<file path="src/verilog/fbo_pkg.sv">
`default_nettype none
package fbo_pkg;
	// ---------------------------------------------------------------
	// address map
	// ---------------------------------------------------------------
	localparam logic [31:0] FBO_FLASH_BASE = 32'h0000_0000;
	localparam logic [31:0] FBO_FLASH_END_512K = 32'h0007_FFFF;
	localparam logic [31:0] FBO_RAM_L0_BASE = 32'h0080_4000;
	localparam logic [31:0] FBO_RAM_L0_END = 32'h0080_5FFF;
	localparam logic [31:0] FBO_RAM_S_BASE = 32'h0080_6000;
	localparam logic [31:0] FBO_RAM_S_END = 32'h0080_7FFF;
	localparam logic [31:0] FBO_RAM_L1_BASE = 32'h0080_8000;
	localparam logic [31:0] FBO_RAM_L1_END = 32'h0080_9FFF;
	localparam int FBO_LBANK_BITS = 13;
	localparam int FBO_SBANK_BITS = 12;
	localparam int FBO_FLASH_KB = 512;
	// ---------------------------------------------------------------
	// register map (axi4-lite byte offsets)
	// ---------------------------------------------------------------
	localparam logic [7:0] FBO_REG_CTRL = 8'h00;
	localparam logic [7:0] FBO_REG_LSEL0 = 8'h04;
	localparam logic [7:0] FBO_REG_LSEL1 = 8'h08;
	localparam logic [7:0] FBO_REG_SSEL0 = 8'h0C;
	localparam logic [7:0] FBO_REG_SSEL1 = 8'h10;
	localparam logic [7:0] FBO_REG_STAT = 8'h14;
	localparam int FBO_CTRL_EN_BIT = 0;
	localparam logic [6:0] FBO_LSEL_RST = 7'h00;
	localparam logic [7:0] FBO_SSEL_RST = 8'h00;
	localparam logic [1:0] FBO_RESP_OKAY = 2'h0;
	localparam logic [1:0] FBO_RESP_SLVERR = 2'h2;
	// which window an access went to
	typedef enum logic [2:0]
	{
		FBO_HIT_NONE = 3'h0,
		FBO_HIT_L0 = 3'h1,
		FBO_HIT_S0 = 3'h2,
		FBO_HIT_S1 = 3'h3,
		FBO_HIT_L1 = 3'h4
	} fbo_hit_t;
endpackage : fbo_pkg
`default_nettype wire

</file>
<file path="src/verilog/fbo_sel_if.sv">
`default_nettype none
interface fbo_sel_if;
	logic enable;
	logic [6:0] lsel0;
	logic [6:0] lsel1;
	logic [7:0] ssel0;
	logic [7:0] ssel1;
	modport regs (output enable, lsel0, lsel1, ssel0, ssel1);
	modport xlat (input enable, lsel0, lsel1, ssel0, ssel1);
endinterface : fbo_sel_if
`default_nettype wire

</file>
<file path="src/verilog/fbo_xlat.sv">
`default_nettype none
module fbo_xlat
	import fbo_pkg::*;
#(
	parameter int FLASH_KB = FBO_FLASH_KB
)
(
	// selects
	fbo_sel_if.xlat sel,
	// address in and out
	input wire logic [31:0] cpu_addr,
	output logic [31:0] mem_addr,
	output fbo_pkg::fbo_hit_t hit
);
	// -----------------------------------------------------------------
	// combinational bank match
	// -----------------------------------------------------------------
	localparam logic [31:0] FLASH_LAST = 32'(FLASH_KB * 1024 - 1);
	logic in_flash;
	always_comb
	begin
		in_flash = (cpu_addr <= FLASH_LAST);
		hit = FBO_HIT_NONE;
		mem_addr = cpu_addr;
		// priority order settles a bank named twice
		if (sel.enable && in_flash)
		begin
			if (cpu_addr[18:13] == sel.lsel0[5:0] && !sel.lsel0[6])
			begin
				hit = FBO_HIT_L0;
				mem_addr = FBO_RAM_L0_BASE | {19'h0, cpu_addr[12:0]};
			end
			else if (cpu_addr[18:12] == sel.ssel0[6:0] && !sel.ssel0[7])
			begin
				hit = FBO_HIT_S0;
				mem_addr = FBO_RAM_S_BASE | {20'h0, cpu_addr[11:0]};
			end
			else if (cpu_addr[18:12] == sel.ssel1[6:0] && !sel.ssel1[7])
			begin
				hit = FBO_HIT_S1;
				mem_addr = (FBO_RAM_S_BASE + 32'h0000_1000) | {20'h0, cpu_addr[11:0]};
			end
			else if (cpu_addr[18:13] == sel.lsel1[5:0] && !sel.lsel1[6])
			begin
				hit = FBO_HIT_L1;
				mem_addr = FBO_RAM_L1_BASE | {19'h0, cpu_addr[12:0]};
			end
		end
	end
	// bank fields stop at address bit 18, so larger arrays cannot be served
	if (FLASH_KB != 512 && FLASH_KB != 384 && FLASH_KB != 256)
	begin : g_bad_size
		$error("unsupported flash size");
	end
endmodule : fbo_xlat
`default_nettype wire

</file>
<file path="src/verilog/fbo_top.sv">
// Behaviour
// - flash split in 8K banks, two RAM windows
// - flash split in 4K banks, two RAM windows
// - priority large0, small0, small1, large1
// - large select 0 redirects to RAM
// - small selects redirect to their windows
// - RAM reachable at both addresses
// - match only inside flash size
//
// Chosen here: the address map and the AXI4-Lite slave port.
`default_nettype none
module fbo_top
	import fbo_pkg::*;
#(
	parameter int FLASH_KB = FBO_FLASH_KB
)
(
	// clock and reset
	input wire logic mclk,
	input wire logic reset_n,
	// cpu access (one per cycle, valid qualifies)
	input wire logic cpu_valid,
	input wire logic [31:0] cpu_addr,
	output logic mem_valid,
	output logic [31:0] mem_addr,
	output logic mem_to_ram,
	// axi4-lite slave
	input wire logic [7:0] s_axi_awaddr,
	input wire logic s_axi_awvalid,
	output logic s_axi_awready,
	input wire logic [31:0] s_axi_wdata,
	input wire logic [3:0] s_axi_wstrb,
	input wire logic s_axi_wvalid,
	output logic s_axi_wready,
	output logic [1:0] s_axi_bresp,
	output logic s_axi_bvalid,
	input wire logic s_axi_bready,
	input wire logic [7:0] s_axi_araddr,
	input wire logic s_axi_arvalid,
	output logic s_axi_arready,
	output logic [31:0] s_axi_rdata,
	output logic [1:0] s_axi_rresp,
	output logic s_axi_rvalid,
	input wire logic s_axi_rready
);
	import fbo_pkg::*;
	fbo_sel_if sel ();
	// -----------------------------------------------------------------
	// registers
	// -----------------------------------------------------------------
	logic en_r, en_nxt;
	logic [6:0] large_bank_select_0_r, large_bank_select_0_nxt;
	logic [6:0] large_bank_select_1_r, large_bank_select_1_nxt;
	logic [7:0] small_bank_select_0_r, small_bank_select_0_nxt;
	logic [7:0] small_bank_select_1_r, small_bank_select_1_nxt;
	logic aw_got_r, aw_got_nxt, w_got_r, w_got_nxt;
	logic [7:0] aw_addr_r, aw_addr_nxt;
	logic [31:0] w_data_r, w_data_nxt;
	logic [3:0] w_strb_r, w_strb_nxt;
	logic awready_r, awready_nxt, wready_r, wready_nxt;
	logic bvalid_r, bvalid_nxt, arready_r, arready_nxt, rvalid_r, rvalid_nxt;
	logic [1:0] bresp_r, bresp_nxt, rresp_r, rresp_nxt;
	logic [31:0] rdata_r, rdata_nxt;
	logic mvalid_r, mvalid_nxt, mram_r, mram_nxt;
	logic [31:0] maddr_r, maddr_nxt;
	fbo_hit_t last_hit_r, last_hit_nxt;
	logic [31:0] xaddr;
	fbo_hit_t xhit;
	// merge a write lane by lane
	function automatic logic [31:0] fbo_merge(input logic [31:0] old_v,
		input logic [31:0] new_v, input logic [3:0] strb);
		logic [31:0] res;
		res = old_v;
		for (int i = 0; i < 4; i++)
			if (strb[i])
				res[i*8 +: 8] = new_v[i*8 +: 8];
		return res;
	endfunction : fbo_merge
	assign sel.enable = en_r;
	assign sel.lsel0 = large_bank_select_0_r;
	assign sel.lsel1 = large_bank_select_1_r;
	assign sel.ssel0 = small_bank_select_0_r;
	assign sel.ssel1 = small_bank_select_1_r;
	fbo_xlat #(.FLASH_KB(FLASH_KB)) u_xlat
	(
		.sel(sel),
		.cpu_addr(cpu_addr),
		.mem_addr(xaddr),
		.hit(xhit)
	);
	// -----------------------------------------------------------------
	// access path: one registered stage
	// -----------------------------------------------------------------
	// ram addresses fall through the translator untouched, so ram
	// stays reachable directly as well as through the flash alias
	always_comb
	begin
		mvalid_nxt = cpu_valid;
		maddr_nxt = xaddr;
		mram_nxt = cpu_valid && (xhit != FBO_HIT_NONE);
		last_hit_nxt = (cpu_valid && xhit != FBO_HIT_NONE) ? xhit : last_hit_r;
	end
	// -----------------------------------------------------------------
	// axi4-lite slave
	// -----------------------------------------------------------------
	// address and data may arrive in either order; response after both
	always_comb
	begin
		logic [31:0] wv;
		wv = 32'h0000_0000;
		aw_got_nxt = aw_got_r;
		w_got_nxt = w_got_r;
		aw_addr_nxt = aw_addr_r;
		w_data_nxt = w_data_r;
		w_strb_nxt = w_strb_r;
		awready_nxt = 1'b0;
		wready_nxt = 1'b0;
		bvalid_nxt = bvalid_r;
		bresp_nxt = bresp_r;
		en_nxt = en_r;
		large_bank_select_0_nxt = large_bank_select_0_r;
		large_bank_select_1_nxt = large_bank_select_1_r;
		small_bank_select_0_nxt = small_bank_select_0_r;
		small_bank_select_1_nxt = small_bank_select_1_r;
		arready_nxt = 1'b0;
		rvalid_nxt = rvalid_r;
		rdata_nxt = rdata_r;
		rresp_nxt = rresp_r;
		if (s_axi_awvalid && awready_r)
		begin
			aw_got_nxt = 1'b1;
			aw_addr_nxt = s_axi_awaddr;
		end
		if (s_axi_wvalid && wready_r)
		begin
			w_got_nxt = 1'b1;
			w_data_nxt = s_axi_wdata;
			w_strb_nxt = s_axi_wstrb;
		end
		awready_nxt = !aw_got_nxt && !bvalid_r && s_axi_awvalid && !awready_r;
		wready_nxt = !w_got_nxt && !bvalid_r && s_axi_wvalid && !wready_r;
		if (aw_got_r && w_got_r && !bvalid_r)
		begin
			aw_got_nxt = 1'b0;
			w_got_nxt = 1'b0;
			bvalid_nxt = 1'b1;
			bresp_nxt = FBO_RESP_OKAY;
			case (aw_addr_r)
				FBO_REG_CTRL:
				begin
					wv = fbo_merge({31'h0, en_r}, w_data_r, w_strb_r);
					en_nxt = wv[FBO_CTRL_EN_BIT];
				end
				FBO_REG_LSEL0:
				begin
					wv = fbo_merge({25'h0, large_bank_select_0_r}, w_data_r, w_strb_r);
					large_bank_select_0_nxt = wv[6:0];
				end
				FBO_REG_LSEL1:
				begin
					wv = fbo_merge({25'h0, large_bank_select_1_r}, w_data_r, w_strb_r);
					large_bank_select_1_nxt = wv[6:0];
				end
				FBO_REG_SSEL0:
				begin
					wv = fbo_merge({24'h0, small_bank_select_0_r}, w_data_r, w_strb_r);
					small_bank_select_0_nxt = wv[7:0];
				end
				FBO_REG_SSEL1:
				begin
					wv = fbo_merge({24'h0, small_bank_select_1_r}, w_data_r, w_strb_r);
					small_bank_select_1_nxt = wv[7:0];
				end
				FBO_REG_STAT: bresp_nxt = FBO_RESP_OKAY; // read-only, write ignored
				default: bresp_nxt = FBO_RESP_SLVERR;
			endcase
		end
		if (bvalid_r && s_axi_bready)
			bvalid_nxt = 1'b0;
		// reads: one at a time, answered the cycle after acceptance
		if (s_axi_arvalid && arready_r)
		begin
			rvalid_nxt = 1'b1;
			rresp_nxt = FBO_RESP_OKAY;
			case (s_axi_araddr)
				FBO_REG_CTRL: rdata_nxt = {31'h0, en_r};
				FBO_REG_LSEL0: rdata_nxt = {25'h0, large_bank_select_0_r};
				FBO_REG_LSEL1: rdata_nxt = {25'h0, large_bank_select_1_r};
				FBO_REG_SSEL0: rdata_nxt = {24'h0, small_bank_select_0_r};
				FBO_REG_SSEL1: rdata_nxt = {24'h0, small_bank_select_1_r};
				FBO_REG_STAT: rdata_nxt = {29'h0, last_hit_r};
				default:
				begin
					rdata_nxt = 32'h0000_0000;
					rresp_nxt = FBO_RESP_SLVERR;
				end
			endcase
		end
		else if (rvalid_r && s_axi_rready)
			rvalid_nxt = 1'b0;
		arready_nxt = s_axi_arvalid && !arready_r && !rvalid_nxt;
	end
	// -----------------------------------------------------------------
	// state registers
	// -----------------------------------------------------------------
	always_ff @(posedge mclk or negedge reset_n)
	begin
		if (!reset_n)
		begin
			en_r <= 1'b0;
			large_bank_select_0_r <= FBO_LSEL_RST;
			large_bank_select_1_r <= FBO_LSEL_RST;
			small_bank_select_0_r <= FBO_SSEL_RST;
			small_bank_select_1_r <= FBO_SSEL_RST;
			aw_got_r <= 1'b0;
			w_got_r <= 1'b0;
			aw_addr_r <= 8'h00;
			w_data_r <= 32'h0000_0000;
			w_strb_r <= 4'h0;
			awready_r <= 1'b0;
			wready_r <= 1'b0;
			bvalid_r <= 1'b0;
			bresp_r <= FBO_RESP_OKAY;
			arready_r <= 1'b0;
			rvalid_r <= 1'b0;
			rdata_r <= 32'h0000_0000;
			rresp_r <= FBO_RESP_OKAY;
			mvalid_r <= 1'b0;
			maddr_r <= 32'h0000_0000;
			mram_r <= 1'b0;
			last_hit_r <= FBO_HIT_NONE;
		end
		else
		begin
			en_r <= en_nxt;
			large_bank_select_0_r <= large_bank_select_0_nxt;
			large_bank_select_1_r <= large_bank_select_1_nxt;
			small_bank_select_0_r <= small_bank_select_0_nxt;
			small_bank_select_1_r <= small_bank_select_1_nxt;
			aw_got_r <= aw_got_nxt;
			w_got_r <= w_got_nxt;
			aw_addr_r <= aw_addr_nxt;
			w_data_r <= w_data_nxt;
			w_strb_r <= w_strb_nxt;
			awready_r <= awready_nxt;
			wready_r <= wready_nxt;
			bvalid_r <= bvalid_nxt;
			bresp_r <= bresp_nxt;
			arready_r <= arready_nxt;
			rvalid_r <= rvalid_nxt;
			rdata_r <= rdata_nxt;
			rresp_r <= rresp_nxt;
			mvalid_r <= mvalid_nxt;
			maddr_r <= maddr_nxt;
			mram_r <= mram_nxt;
			last_hit_r <= last_hit_nxt;
		end
	end
	// outputs straight from flip-flops
	assign mem_valid = mvalid_r;
	assign mem_addr = maddr_r;
	assign mem_to_ram = mram_r;
	assign s_axi_awready = awready_r;
	assign s_axi_wready = wready_r;
	assign s_axi_bvalid = bvalid_r;
	assign s_axi_bresp = bresp_r;
	assign s_axi_arready = arready_r;
	assign s_axi_rvalid = rvalid_r;
	assign s_axi_rdata = rdata_r;
	assign s_axi_rresp = rresp_r;
endmodule : fbo_top
`default_nettype wire

</file>
<file path="config.mk">
export PLATFORM = sky130hd
export DESIGN_NAME = fbo_top
export DESIGN_NICKNAME = d
export VERILOG_FILES = /design/src/verilog/fbo_pkg.sv /design/src/verilog/fbo_sel_if.sv /design/src/verilog/fbo_xlat.sv /design/src/verilog/fbo_top.sv
export SDC_FILE = /design/constraint.sdc
export NUM_CORES = 1
export LEC_CHECK = 0
export ABC_AREA = 1
export ABC_CLOCK_PERIOD_IN_PS = 4100
export BUFFER_PORTS_ARGS = -buffer_cell sky130_fd_sc_hd__buf_2
export CORE_UTILIZATION = 47
export CTS_CLUSTER_SIZE = 28
export DETAILED_ROUTE_END_ITERATION = 6
export GPL_TIMING_DRIVEN = 0
export PLACE_DENSITY = 0.75
export SLEW_MARGIN = 40
export SYNTH_ARGS = -nofsm -noshare
export SYNTH_HDL_FRONTEND = slang
export SYNTH_HIERARCHICAL = 1
export SYNTH_SLANG_ARGS = --single-unit
</file>
<file path="constraint.sdc">
create_clock -name mclk -period 4.1 [get_ports mclk]
set_input_delay 0.205 -clock mclk [delete_from_list [all_inputs] [get_ports mclk]]
set_output_delay 0.205 -clock mclk [all_outputs]
set_load 0.05 [all_outputs]
</file>
# --- Word-level counts from Yosys, hierarchy flattened ---
# Cells that the tools add are included.
word_totals:
  ff_bits: 128
  output_inout_bits: 75
  elab_cells: 101
classes:
  order_cmp: 1
  n_eq_ne: 14
  muxes: 21
  n_reduce_logical: 43
ops:
  columns: ["operator", "count"]
  rows:
  - ["32-bit two-way mux", 5]
  - ["8-bit one-hot mux with 6 select lines", 1]
  - ["8-bit by 4-bit equality test with 1-bit output, second input constant", 4]
  - ["8-bit by 5-bit equality test with 1-bit output, second input constant", 4]
  - ["32-bit by 19-bit <= comparator with 1-bit output, second input constant", 1]
  - ["1-bit logical AND", 21]
  - ["8-bit by 3-bit equality test with 1-bit output, second input constant", 2]
  - ["8-bit zero test", 2]
  - ["3-bit two-way mux", 5]
  - ["3-bit AND reduction", 5]
  - ["7-bit equality test", 2]
  - ["6-bit equality test", 2]
  - ["6-bit OR reduction", 2]
  - ["1-bit zero test", 11]
  - ["1-bit two-way mux", 8]
  - ["2-bit two-way mux", 2]
  - ["3-bit nonzero test", 1]
  - ["2-bit nonzero test", 1]

# --- Longest topological paths before layout ---
logic_depth:
  depth_word: 9
  depth_mapped: 13

# --- Modules after synthesis ---
# Netlist, hierarchy kept.
modules_own_cells:
  columns: ["module", "instances", "cells_per_inst", "area_per_inst_um2"]
  rows:
  - ["fbo_top", 1, 409, 4254.1]
  - ["fbo_xlat", 1, 172, 848.3]

# --- Least setup slack after synthesis ---
# No wires, ideal clock.
synth_timing:
  path_kind: "register -> register"
  startpoint: "reg large_bank_select_0_r[2]"
  endpoint: "reg last_hit_r[0]"
  setup_time_ns: 0.127
  arrival_time_ns: 1.500
  required_ns: 3.973
  slack_ns: 2.473
  path_stages_with_launch: 10
  path_buffers: 0
  cell_sequence: "dfrtp_1 or2_0 nand3_1 nor3_1 nand2_1 inv_2 o21a_1 o31a_1 nand2_1 o21ai_0"
synth_between:
  elab_chain_cells: 6
synth_rtl:
  columns: ["element", "line_no", "rtl"]
  rows:
  - ["from (decl)", "fbo_top.sv:52", "logic [6:0] large_bank_select_0_r, large_bank_select_0_nxt;"]
  - ["from (signal assigned)", "fbo_top.sv:236", "large_bank_select_0_r <= large_bank_select_0_nxt;"]
  - ["6-bit equality test", "fbo_xlat.sv:28", "if (cpu_addr[18:13] == sel.lsel0[5:0] && !sel.lsel0[6])"]
  - ["1-bit logical AND", "fbo_xlat.sv:28", null]
  - ["3-bit two-way mux", "fbo_xlat.sv:28", null]
  - ["3-bit two-way mux", "fbo_xlat.sv:26", "if (sel.enable && in_flash)"]
  - ["via xhit[0]", "fbo_top.sv:68", "fbo_hit_t xhit;"]
  - ["3-bit nonzero test", null, null]
  - ["1-bit logical AND", null, null]
  - ["via mram_nxt", "fbo_top.sv:64", "logic mvalid_r, mvalid_nxt, mram_r, mram_nxt;"]
  - ["to (signal assigned)", "fbo_top.sv:256", "last_hit_r <= last_hit_nxt;"]
  - ["to (decl)", "fbo_top.sv:66", "fbo_hit_t last_hit_r, last_hit_nxt;"]
# The timed path passes the listed nets, and every way through them passes these cells.
# A chain may end at the register's enable or synchronous reset.

# --- Worst setup path in the final report ---
layout_timing:
  startpoint: "reg large_bank_select_0_r[0]"
  endpoint: "reg last_hit_r[1]"
# The elaborated chain is that of the path after synthesis.

==> results.sh <==
export IMPL_status="finished, final reports clean"
export IMPL_fin_crit_sh=0.4998
export IMPL_crit_path_start_kind="register"
export IMPL_rrSetupSlack_ns=2.05
export IMPL_seqPwrFrac=0.477
export IMPL_rsz0062_at_grt="false"
export IMPL_worstSetupPathType="register to register"
export IMPL_area_growth_pct=22.44
export IMPL_max_freq_ghz=0.4880
export IMPL_async_flop_share=1.000
export IMPL_finalCriticalPeriod_ns=2.049
export IMPL_synthFlopType="dfrtp_1"
export IMPL_dieArea_sq_um=11280
export IMPL_setup_ws_ns=2.051
export IMPL_antenna_found_initial=0
export IMPL_hold_path_cell_count=2
export IMPL_viasPerCell=4.791
export IMPL_fp_dieH_um=106.2
export IMPL_cts_max_level=3
export IMPL_start_util=0.4898
export IMPL_postSynthAreaPerCell_sq_um=8.782
export IMPL_vdd_drop_max_uv=399.7
export IMPL_tritoncts="yes"
export IMPL_grt_first_pass_wirelength_mm=19.30
export IMPL_overflow=0
export IMPL_crit_fanout=7
export IMPL_cts_buffers=9
export IMPL_drc_errors=0
export IMPL_p_total_mw=2.615
export IMPL_drt_iter0_markers=119
export IMPL_core_sq_um=10420
export IMPL_drt_first_pass_iters=4
export IMPL_post_route_util=0.5998
export IMPL_crit_reg2reg_launch="large_bank_select_0_r[0]"
export IMPL_p_sw_mw=1.018
export IMPL_clock_latency_ns=0.38
export IMPL_reg2reg_depth=10
export IMPL_synth_top_area_frac=0.5002
export IMPL_hpwl_mm=9.108
export IMPL_final_area_sq_um=6247
export IMPL_final_common_cell="nand2_1"
export IMPL_dpl_cell_area_sq_um=5904
export IMPL_drive_gt1_frac=0.3198
export IMPL_synth_cell_types=43
export IMPL_port_buffers=100
export IMPL_power_leakage_nw=3.286
export IMPL_finalSetupTns_ns=0
export IMPL_finalWirelength_mm=11.60
export IMPL_root_buffer="clkbuf_8"
export IMPL_ant_nets=0
export IMPL_p_per_area_nw_per_um2=418.6
export IMPL_synth_largest_area_cell="dfrtp_1"
export IMPL_num_io_pins=167
export IMPL_layout_common_cells="nand2_1 (117), buf_2 (104), dfrtp_1 (102), inv_1 (58), nand3_1 (51)"
export IMPL_cp_arrival_ns=2.30
export IMPL_cts_sinks=102
export IMPL_skew_ns=0.01371
export IMPL_whs_ns=0.04666
export IMPL_n_antenna_cell=0
export IMPL_yosys_warnings=6
export IMPL_post_drt_wl_per_cell_um=13.28
export IMPL_gp_congestion=0.8767
export IMPL_cp_end_kind="register"
export IMPL_track_usage=0.2191
export IMPL_preCtsSetupSlack_ns=2.031
export IMPL_netlist_top_cells_area="dfrtp_1 (50%), nand2_1 (8.6%), buf_4 (5.6%), nand3_1 (5.0%), inv_1 (4.3%)"
export IMPL_finalHoldViolCount=0
export IMPL_min_from="cpu_addr[20]"
export IMPL_grt_pass1_vias=4194
export IMPL_fillers=897
export IMPL_seq_area_frac_synth=0.5002
export IMPL_finalMaxSlewViolations=0
export IMPL_grt_max_degree=65
export IMPL_holdPathEnd="mem_addr[20]"
export IMPL_syn_area_sq_um=5102
export IMPL_startpoint="large_bank_select_0_r[0]"
export IMPL_p_int_mw=1.597
export IMPL_required_ns=4.35
export IMPL_clockBufferDepth=2
export IMPL_num_nets_final=825
export IMPL_place_inst=843
export IMPL_num_rows=37
export IMPL_synth_edf_count=0
export IMPL_ys_ff_latch=102
export IMPL_switching_share=0.3892
export IMPL_p_comb_frac=0.288
export IMPL_hold_path_class="primary input to register"
export IMPL_cts_setup_buffers=0
export IMPL_layoutNonFillerInstCount=874
export IMPL_die_w_um=106.2
export IMPL_worst_pin_slew_ns=0.5008
export IMPL_maxCapViolCount=0
export IMPL_relSlewSlack=0.6649
export IMPL_clkPwrFrac=0.235
export IMPL_path_clk_slew_ns=0.11
export IMPL_r2r_end="last_hit_r[1]"
export IMPL_setup_violations=0
export IMPL_synth_cells=581
export IMPL_vias=4187
## cell type report
cell class                 count  area [sq um]  share of cell area
sequential                   102          2552              0.4086
timing repair buffer         116         688.2              0.1102
multi-input combinational    371          1966              0.3146
inverter                      71         266.5             0.04266
clock buffer                   9         123.9             0.01983
clock inverter                 7         68.82             0.01102
buffer                        62         411.6             0.06589
tap                          136         170.2             0.02724
## logic make-up after synthesis
| kind of cell | Yosys count | synth area share |
|---|---|---|
| DFF | 102 | 0.5002 |
| and+or+nand+nor | 267 | 0.2604 |
| AOI/OAI and AO/OA | 68 | 0.08706 |
| xor gates and xnor gates | 7 | 0.01202 |
| other | 1 | 0.0007349 |
| muxes | 3 | 0.006620 |
| buffers and inverters | 133 | 0.1329 |
## how the worst max path moves through the flow
stage                          to  slack (ns)  cells after the start
global placement    last_hit_r[1]        1.85                      1
finish              last_hit_r[1]        2.05                     10
CTS                 last_hit_r[0]        2.07                     10
floorplan           last_hit_r[0]        2.47                      9
detailed placement  last_hit_r[2]        2.03                     11
global route        last_hit_r[2]        1.84                      9
## power by group through the flow
stage | Combinational (mW) | Clock [mW] | Sequential [mW]
after global routing | 0.826 | 0.668 | 1.27
after floorplan | 0.421 | 0 | 1.40
final | 0.754 | 0.613 | 1.25
after global placement | 0.719 | 0 | 1.26
after detailed placement | 0.746 | 0 | 1.27
after CTS | 0.760 | 0.635 | 1.25
## cell usage after synthesis, types with 3 or more instances
| master | count |
|---|---|
| nand2_2 | 8 |
| a21oi_1 | 20 |
| nand4_1 | 8 |
| nor3b_1 | 3 |
| inv_1 | 58 |
| buf_4 | 38 |
| nor4_1 | 3 |
| o21ai_1 | 8 |
| nand2_1 | 117 |
| a21oi_2 | 8 |
| o21ai_2 | 14 |
| buf_2 | 5 |
| mux2_2 | 3 |
| nand3_1 | 51 |
| inv_2 | 13 |
| nand3_2 | 4 |
| nor2_2 | 8 |
| o21bai_1 | 3 |
| o21ai_0 | 10 |
| xnor2_1 | 6 |
| buf_6 | 4 |
| nor2_1 | 46 |
| clkbuf_1 | 15 |
| dfrtp_1 | 102 |
## metal layers
metal / wire length, um / up-vias / track usage
met4: 113 / 0 / 0.05655
met5: 0 / - / 0
met2: 5675 / 139 / 0.3817
met1: 5105 / 1952 / 0.2772
met3: 708 / 14 / 0.04476
li1: - / 2082 / -
## sequential cells by signal (all words and copies together), names as in the netlist, 3 cells and up
| name | flops |
|---|---|
| mem_addr | 32 |
| w_data_r | 8 |
| sel.ssel1 | 8 |
| aw_addr_r | 8 |
| sel.ssel0 | 8 |
| large_bank_select_1_r | 7 |
| s_axi_rdata | 8 |
| last_hit_r | 3 |
| large_bank_select_0_r | 7 |
## timing repair
item / CTS / global route
gates resized for setup: 0 / 0
hold endpoints to repair: 52 / 0
hold buffers: 15 / 0
## worst max-delay path: stages, from the launching register on
cell	delay, ns
dfrtp_1	0.41
inv_1	0.08
nand2_1	0.06
nand3_1	0.12
nor3_1	0.36
nand2_1	0.20
inv_2	0.12
nor2_1	0.06
o31a_1	0.36
nand2_1	0.08
o21ai_0	0.07
No activity file was read; power rests on OpenSTA's default activity.
